## src/design/pcsa_pkg.sv

```systemverilog
// shared constants for program sequencing and data addressing
package pcsa_pkg;
    localparam int PC_W = 11;
    localparam int STK_DEPTH = 4;
    localparam int STK_W = 12;
    localparam int DATA_W = 8;
    localparam int BANK_W = 3;
    localparam int FILE_W = 5;
    localparam int PAGE_W = 2;
    localparam int JUMP_W = 9;
    localparam int WB_AW = 4;
    // program counter
    localparam logic [10:0] PC_RST = 11'h7ff;
    localparam logic [10:0] PC_IMPL_TOP = 11'h600;
    localparam logic [10:0] PC_FOLD_OFS = 11'h200;
    localparam int PC_B8 = 8;
    localparam logic [1:0] PAGE_RST = 2'h0;
    localparam logic [1:0] PAGE_RESERVED = 2'h3;
    // data addressing
    localparam logic [2:0] BANK_RST = 3'h0;
    localparam logic [7:0] PTR_RST = 8'h00;
    localparam logic [4:0] FILE_INDIRECT = 5'h00;
    localparam logic [7:0] ADDR_PCL = 8'h02;
    localparam logic [7:0] ADDR_PTR = 8'h04;
    localparam logic [7:0] NULL_DATA = 8'h00;
    localparam logic [11:0] STK_RST = 12'h000;
    // wishbone byte offsets
    localparam logic [3:0] WB_OFS_PTR = 4'h0;
    localparam logic [3:0] WB_OFS_PC = 4'h4;
    localparam logic [3:0] WB_OFS_CTX = 4'h8;
endpackage

```

## src/design/pcsa_core.sv

```systemverilog
// program counter, stack and data addressing core with wishbone view
// Notes on behaviour
// - pc steps by one each instruction cycle unless the instruction loads it.
// - direct jump takes pc bits 8..0 from its address field.
// - pc low byte register reads and writes pc bits 7..0.
// - jump, call and pc low byte write copy the two page select bits into pc bits 10..9.
// - call or pc low byte write loads bits 7..0 and clears bit 8.
// - reset sets all pc bits; next step rolls over to 00h.
// - reset clears page select bits so jumps go to page 0.
// - return stack is four levels of 12 bits.
// - call shifts levels down and stores pc plus one in level 1.
// - beyond four calls only the four newest returns are kept, silently.
// - return with literal pops level 1 into pc, levels move up.
// - over-popping refills from the deepest held value, never cleared.
// - return with literal loads the accumulator with its literal.
// - no overflow or underflow flag exists.
// - indirect access port reaches the register the pointer names.
// - indirect read with pointer zero returns 00h.
// - indirect write with pointer zero stores nothing.
// - indirect pointer is eight bits and covers all data memory.
// - bank select only written by load bank literal, not mapped.
// - indirect addresses ignore bank select.
// - pc is eleven bits, addressing 2K words.
// - fetches above 05FFh fold back into implemented space.
// - page codes 00, 01, 10; 11 is reserved.
//
// Local design decisions: the register offsets and the Wishbone slave port.
`timescale 1ns/1ps
module pcsa_core
    import pcsa_pkg::*;
(
    input wire logic clk_i,
    input wire logic rst_i,
    // execute stage
    input wire logic instr_adv_i,
    input wire logic op_jump_i,
    input wire logic [pcsa_pkg::JUMP_W-1:0] jump_addr_i,
    input wire logic op_call_i,
    input wire logic [pcsa_pkg::DATA_W-1:0] call_addr_i,
    input wire logic op_ret_i,
    input wire logic [pcsa_pkg::DATA_W-1:0] literal_i,
    input wire logic op_bank_i,
    input wire logic [pcsa_pkg::BANK_W-1:0] bank_lit_i,
    input wire logic page_wr_i,
    input wire logic [pcsa_pkg::PAGE_W-1:0] page_data_i,
    input wire logic [pcsa_pkg::FILE_W-1:0] file_i,
    input wire logic mem_rd_i,
    input wire logic mem_wr_i,
    input wire logic [pcsa_pkg::DATA_W-1:0] wr_data_i,
    output logic [pcsa_pkg::DATA_W-1:0] rd_data_o,
    output logic [pcsa_pkg::PC_W-1:0] pc_o,
    output logic [pcsa_pkg::PC_W-1:0] fetch_addr_o,
    output logic [pcsa_pkg::PAGE_W-1:0] page_o,
    output logic acc_load_o,
    output logic [pcsa_pkg::DATA_W-1:0] acc_data_o,
    // data memory
    output logic [pcsa_pkg::DATA_W-1:0] mem_raddr_o,
    input wire logic [pcsa_pkg::DATA_W-1:0] mem_rdata_i,
    output logic mem_we_o,
    output logic [pcsa_pkg::DATA_W-1:0] mem_waddr_o,
    output logic [pcsa_pkg::DATA_W-1:0] mem_wdata_o,
    // wishbone slave
    input wire logic wb_cyc_i,
    input wire logic wb_stb_i,
    input wire logic wb_we_i,
    input wire logic [pcsa_pkg::WB_AW-1:0] wb_adr_i,
    input wire logic [3:0] wb_sel_i,
    input wire logic [31:0] wb_dat_i,
    output logic [31:0] wb_dat_o,
    output logic wb_ack_o
);
    logic [PC_W-1:0] pc_r;
    logic [PC_W-1:0] pc_nxt;
    logic [PC_W-1:0] pc_inc;
    logic [PAGE_W-1:0] page_r;
    logic [STK_W-1:0] stk_top;
    logic [DATA_W-1:0] daddr;
    logic [DATA_W-1:0] ptr;
    logic [BANK_W-1:0] bank;
    logic indirect;
    logic null_acc;
    logic pcl_wr;
    logic ptr_wr;
    logic plain_wr;
    logic do_ret;
    logic do_call;
    logic do_jump;
    logic ack_r;
    logic wb_req;
    logic wb_wr_ptr;
    logic [31:0] wb_rd;

    // branch decode, return has priority, then call, then jump
    always_comb
    begin
        do_ret = instr_adv_i && op_ret_i;
        do_call = instr_adv_i && op_call_i && !op_ret_i;
        do_jump = instr_adv_i && op_jump_i && !op_ret_i && !op_call_i;
        pcl_wr = instr_adv_i && mem_wr_i && !null_acc && (daddr == ADDR_PCL);
        ptr_wr = instr_adv_i && mem_wr_i && !null_acc && (daddr == ADDR_PTR);
        plain_wr = instr_adv_i && mem_wr_i && !null_acc && !pcl_wr && !ptr_wr;
    end

    assign pc_inc = pc_r + 11'h001;

    always_comb
    begin
        pc_nxt = pc_inc;
        if (do_ret)
            pc_nxt = stk_top[PC_W-1:0];
        else if (do_call)
            pc_nxt = {page_r, 1'b0, call_addr_i};
        else if (do_jump)
            pc_nxt = {page_r, jump_addr_i};
        else if (pcl_wr)
            pc_nxt = {page_r, 1'b0, wr_data_i};
    end

    // eleven bit counter wraps 7ffh to 000h
    always_ff @(posedge clk_i)
    begin
        if (rst_i)
            pc_r <= PC_RST;
        else if (instr_adv_i)
            pc_r <= pc_nxt;
    end

    // page select bits, reserved code refused
    always_ff @(posedge clk_i)
    begin
        if (rst_i)
            page_r <= PAGE_RST;
        else if (instr_adv_i && page_wr_i && page_data_i != PAGE_RESERVED)
            page_r <= page_data_i;
    end

    // upper unimplemented block folds onto last page
    always_comb
    begin
        if (pc_r >= PC_IMPL_TOP)
            fetch_addr_o = pc_r - PC_FOLD_OFS;
        else
            fetch_addr_o = pc_r;
    end

    assign pc_o = pc_r;
    assign page_o = page_r;

    // no overflow or underflow flag kept
    pcsa_stack #(
        .DEPTH(STK_DEPTH),
        .W(STK_W)
    ) u_stack (
        .clk_i(clk_i),
        .rst_i(rst_i),
        .push_i(do_call),
        .pop_i(do_ret),
        .push_data_i({1'b0, pc_inc}),
        .top_o(stk_top)
    );

    pcsa_addr u_addr (
        .clk_i(clk_i),
        .rst_i(rst_i),
        .bank_wr_i(instr_adv_i && op_bank_i),
        .bank_lit_i(bank_lit_i),
        .dp_ptr_wr_i(ptr_wr),
        .dp_ptr_data_i(wr_data_i),
        .wb_ptr_wr_i(wb_wr_ptr),
        .wb_ptr_data_i(wb_dat_i[DATA_W-1:0]),
        .file_i(file_i),
        .bank_o(bank),
        .ptr_o(ptr),
        .addr_o(daddr),
        .indirect_o(indirect),
        .null_o(null_acc)
    );

    // accumulator load from return with literal
    always_ff @(posedge clk_i)
    begin
        if (rst_i)
        begin
            acc_load_o <= 1'b0;
            acc_data_o <= NULL_DATA;
        end
        else
        begin
            acc_load_o <= do_ret;
            if (do_ret)
                acc_data_o <= literal_i;
        end
    end

    // operand read path
    assign mem_raddr_o = daddr;

    always_comb
    begin
        if (null_acc)
            rd_data_o = NULL_DATA;
        else if (daddr == ADDR_PCL)
            rd_data_o = pc_r[DATA_W-1:0];
        else if (daddr == ADDR_PTR)
            rd_data_o = ptr;
        else
            rd_data_o = mem_rdata_i;
    end

    // destination write to data memory
    always_ff @(posedge clk_i)
    begin
        if (rst_i)
        begin
            mem_we_o <= 1'b0;
            mem_waddr_o <= NULL_DATA;
            mem_wdata_o <= NULL_DATA;
        end
        else
        begin
            mem_we_o <= plain_wr;
            if (plain_wr)
            begin
                mem_waddr_o <= daddr;
                mem_wdata_o <= wr_data_i;
            end
        end
    end

    // wishbone slave, one wait state
    assign wb_req = wb_cyc_i && wb_stb_i;
    assign wb_wr_ptr = wb_req && ack_r && wb_we_i && wb_sel_i[0] && (wb_adr_i == WB_OFS_PTR);

    always_comb
    begin
        case (wb_adr_i)
            WB_OFS_PTR: wb_rd = {24'h000000, ptr};
            WB_OFS_PC: wb_rd = {19'h00000, page_r, pc_r[PC_W-1:PC_B8], pc_r[DATA_W-1:0]};
            WB_OFS_CTX: wb_rd = {27'h0000000, indirect, null_acc, bank};
            default: wb_rd = 32'h00000000;
        endcase
    end

    always_ff @(posedge clk_i)
    begin
        if (rst_i)
        begin
            ack_r <= 1'b0;
            wb_dat_o <= 32'h00000000;
        end
        else
        begin
            ack_r <= wb_req && !ack_r;
            if (wb_req && !ack_r)
                wb_dat_o <= wb_rd;
        end
    end

    assign wb_ack_o = ack_r;
endmodule // pcsa_core

```

## src/design/pcsa_stack.sv

```systemverilog
// return-address stack, shift on push and pop
`timescale 1ns/1ps
module pcsa_stack
    import pcsa_pkg::*;
#(
    parameter int DEPTH = STK_DEPTH,
    parameter int W = STK_W
)
(
    input wire logic clk_i,
    input wire logic rst_i,
    input wire logic push_i,
    input wire logic pop_i,
    input wire logic [W-1:0] push_data_i,
    output logic [W-1:0] top_o
);
    logic [W-1:0] lvl_r [DEPTH];

    always_ff @(posedge clk_i)
    begin
        if (rst_i)
        begin
            for (int i = 0; i < DEPTH; i++)
                lvl_r[i] <= W'(STK_RST);
        end
        else if (push_i)
        begin
            lvl_r[0] <= push_data_i;
            for (int i = 1; i < DEPTH; i++)
                lvl_r[i] <= lvl_r[i-1];
        end
        else if (pop_i)
        begin
            for (int i = 0; i < DEPTH - 1; i++)
                lvl_r[i] <= lvl_r[i+1];
            lvl_r[DEPTH-1] <= lvl_r[DEPTH-1];
        end
    end

    assign top_o = lvl_r[0];
endmodule // pcsa_stack

```

## src/design/pcsa_addr.sv

```systemverilog
// bank select, indirect pointer and data address forming
`timescale 1ns/1ps
module pcsa_addr
    import pcsa_pkg::*;
(
    input wire logic clk_i,
    input wire logic rst_i,
    input wire logic bank_wr_i,
    input wire logic [BANK_W-1:0] bank_lit_i,
    input wire logic dp_ptr_wr_i,
    input wire logic [DATA_W-1:0] dp_ptr_data_i,
    input wire logic wb_ptr_wr_i,
    input wire logic [DATA_W-1:0] wb_ptr_data_i,
    input wire logic [FILE_W-1:0] file_i,
    output logic [BANK_W-1:0] bank_o,
    output logic [DATA_W-1:0] ptr_o,
    output logic [DATA_W-1:0] addr_o,
    output logic indirect_o,
    output logic null_o
);
    logic [BANK_W-1:0] bank_r;
    logic [DATA_W-1:0] ptr_r;

    // only the load-bank-literal op reaches this register
    always_ff @(posedge clk_i)
    begin
        if (rst_i)
            bank_r <= BANK_RST;
        else if (bank_wr_i)
            bank_r <= bank_lit_i;
    end

    // data path write wins over bus write
    always_ff @(posedge clk_i)
    begin
        if (rst_i)
            ptr_r <= PTR_RST;
        else if (dp_ptr_wr_i)
            ptr_r <= dp_ptr_data_i;
        else if (wb_ptr_wr_i)
            ptr_r <= wb_ptr_data_i;
    end

    always_comb
    begin
        indirect_o = (file_i == FILE_INDIRECT);
        if (indirect_o)
            addr_o = ptr_r;
        else
            addr_o = {bank_r, file_i};
        null_o = indirect_o && (ptr_r == PTR_RST);
    end

    assign bank_o = bank_r;
    assign ptr_o = ptr_r;
endmodule // pcsa_addr

```

## config.mk

```make
export PLATFORM = sky130hd
export DESIGN_NAME = pcsa_core
export DESIGN_NICKNAME = d
export VERILOG_FILES = /design/src/design/pcsa_pkg.sv /design/src/design/pcsa_core.sv /design/src/design/pcsa_stack.sv /design/src/design/pcsa_addr.sv
export SDC_FILE = /design/constraint.sdc
export NUM_CORES = 1
export LEC_CHECK = 0
export ABC_CLOCK_PERIOD_IN_PS = 5900
export BUFFER_PORTS_ARGS = -buffer_cell sky130_fd_sc_hd__buf_2
export CAP_MARGIN = 0
export CORE_UTILIZATION = 40
export CTS_BUF_LIST = sky130_fd_sc_hd__clkbuf_4
export DETAILED_ROUTE_END_ITERATION = 12
export GPL_TIMING_DRIVEN = 0
export PLACE_DENSITY = 0.66
export SYNTH_ARGS = -nofsm -noshare
export SYNTH_HDL_FRONTEND = slang
export SYNTH_HIERARCHICAL = 1
export SYNTH_SLANG_ARGS = --single-unit
```

## constraint.sdc

```tcl
create_clock -name clk_i -period 5.9 [get_ports clk_i]
set_input_delay 0.295 -clock clk_i [delete_from_list [all_inputs] [get_ports clk_i]]
set_output_delay 0.295 -clock clk_i [all_outputs]
set_load 0.05 [all_outputs]
```

==> impl_metrics.csv <==
group,metric,value,unit
drt,ant_nets,0,
cts,path_clk_slew,0.17,ns
pwr,power.total,0.00161,W
timing,maxSlewViolCount,0,
final_layout,nets,847,
final_layout,fin_cells,925,
worst_setup_path,r2r_cells,8,
global_route,grt_max_degree,19,
cts,cts_max_level,3,
cts,cts_root_buf,"clkbuf_4",
timing,setup_viol,0,
floorplanning,rows,43,
cts,cts_buffers,9,
pwr,leakage,3.01,nW
final_layout,n_antenna_cell,0,
cts,clkSinkCount,108,
placement,io_buffers,151,
timing,rsz0062_at_grt,"false",
placement,dp_hpwl,12900,um
worst_setup_path,cp_data_arrival_time,3.45,ns
worst_setup_path,cp-end-kind,"output port",
floorplanning,dieHeight,122,um
floorplanning,dieArea,14800,um2
worst_hold_path,worstHoldStart,"literal_i[2]",
worst_setup_path,critical_path.startpoint,"file_i[1]",
worst_hold_path,hold_depth,3,
placement,dp.cells,909,
worst_setup_path,crit_path_start_kind,"input pin",
global_route,grt_pass1_wl,24600,um
floorplanning,start_util,41.1,%
cts,tritoncts,"done",
pwr,power_density,234,nW/um2
final_layout,final_cell_area,6890,um2
timing,hold_viol_final,0,
cts,postCtsHoldBufs,0,
cts,cts_setup_buffers,0,
timing,maxSlewHeadroom,40.4,%
logic_synthesis,yosys_warnings,6,
worst_hold_path,hold_path.class,"in -> reg",
cts,clock_path_buffers,2,
placement,placed_area,6770,um2
global_route,grt_pass1_vias,4543,
timing,finalCritPeriodShare,63.4,%
logic_synthesis,synthCells,560,
timing,worstMarginPinSlew,0.892,ns
worst_setup_path,r2r_start,"u_addr/ptr_o[7]$_SDFFE_PP0P_",
run,cap_violations,0,
pwr,ir_worst_vdd,0.0801,mV
drt,viasPerCell,5.38,
timing,max_freq,267,MHz
cts,worstSkewPairLatency,0.46,ns
global_route,grt_overflow,0,
timing,period_needed,3.74,ns
cts,cts_resized,0,
global_route,antenna_found_initial,0,
drt,routed_wirelength,16400,um
drt,wl_per_cell,17.7,um
run_status,status,"finished, final reports clean",
timing,tns,0,ns
worst_setup_path,crit_required,5.61,ns
worst_setup_path,path_class,"in -> out",
floorplanning,die_w,122,um
worst_setup_path,path_max_fanout,10,
global_route,track_usage,21.9,%
final_layout,fillerInstances,1344,
drt,dr_total_vias,4979,
timing,fin_worst_skew,0.0151,ns
placement,finalWeightedCongestion,0.938,
drt,post-route-drc-count,0,
floorplanning,num_io_pins,203,
drt,first_iter_violations,287,
drt,firstDrtPassIters,5,
floorplanning,coreArea,13900,um2
logic_synthesis,avgSynthCellArea,10.2,um2
final_layout,syn2layout_area_growth,20.4,%
final_layout,drive_above_1_share,34.5,%
logic_synthesis,syn-cell-area,5720,um2
==> layout make-up <==
cell class	instances	area (um2)	area share, %
Buffer	68	434	6.30
Tap cell	180	225	3.27
Sequential cell	108	2600	37.8
Clock buffer	9	67.6	0.981
Timing Repair Buffer	151	756	11.0
Inverter	14	52.6	0.763
Multi-Input combinational cell	388	2700	39.2
Clock inverter	7	50.0	0.727
==> worst max-delay path, cell delays in order <==
cell	delay, ns
buf_2	0.11
or4_4	0.56
nor2_8	0.19
mux2_4	0.36
nor4_4	0.46
nand4b_1	0.15
clkbuf_1	0.31
mux2i_1	0.20
a211oi_1	0.45
buf_2	0.35
==> path summary, 6_finish.rpt <==
| kind | endpoint | slack [ns] |
|---|---|---|
| hold reg to reg | acc_data_o[5]$_SDFFE_PP0P_ | 0.46 |
| setup / recovery | rd_data_o[6] | 2.16 |
| setup reg to reg | u_addr/ptr_o[0]$_SDFFE_PP0P_ | 3.21 |
| hold / removal | acc_data_o[2]$_SDFFE_PP0P_ | 0.05 |
==> layer usage <==
metal / vias up / share of wire, % / track usage [%]
met5: - / 0 / 0
met4: 0 / 2.2 / 7.95
met3: 26 / 7.3 / 3.75
met2: 229 / 49 / 38.0
met1: 2340 / 42 / 27.1
li1: 2384 / - / -
==> through the flow <==
stage | utilization, % | setup WS (ns) | hold slack [ns]
final | 49.4 | 2.16 | 0.0461
after global routing | 49.4 | 2.03 | 0.00900
after CTS | 49.4 | 2.11 | 0.0210
after detailed placement | 48.6 | 2.11 | 0.443
after global placement | 48.6 | 2.15 | 0.440
after floorplan | - | 1.98 | 0.367
==> report_power, final <==
part / switching, W / internal [W] / total (W)
registers: 0.0000356 / 0.000818 / 0.000854
clock network: 0.000252 / 0.0000904 / 0.000343
logic: 0.000284 / 0.000130 / 0.000414
==> flip-flops by register name, summed over array words and instances, names as in the netlist <==
name / count
u_stack/lvl_r: 44
wb_dat_o: 13
pc_o: 11
acc_data_o: 8
mem_waddr_o: 8
mem_wdata_o: 8
u_addr/ptr_o: 8
u_addr/bank_o: 3
page_o: 2
acc_load_o: 1
mem_we_o: 1
wb_ack_o: 1
==> placed cells by master, fill, tap and decap left out, types with 4 or more instances in the layout <==
cell,n
a21o_2,5
buf_4,30
edfxtp_1,44
nand3b_1,6
nand3_1,12
a221o_1,5
o2bb2ai_1,5
nor3_1,8
mux2_2,19
a221oi_1,5
and2_1,14
or3_1,5
buf_2,161
inv_1,13
dfxtp_1,64
mux2i_1,38
buf_6,7
clkbuf_1,17
xnor2_1,6
a22oi_1,8
a211oi_1,10
a21oi_1,23
clkbuf_4,9
nor4_1,4
o21ai_0,10
conb_1,19
nor2_1,54
nand2_1,46
a32o_1,33
a31oi_1,6
Power figures use the tool's default switching activity.
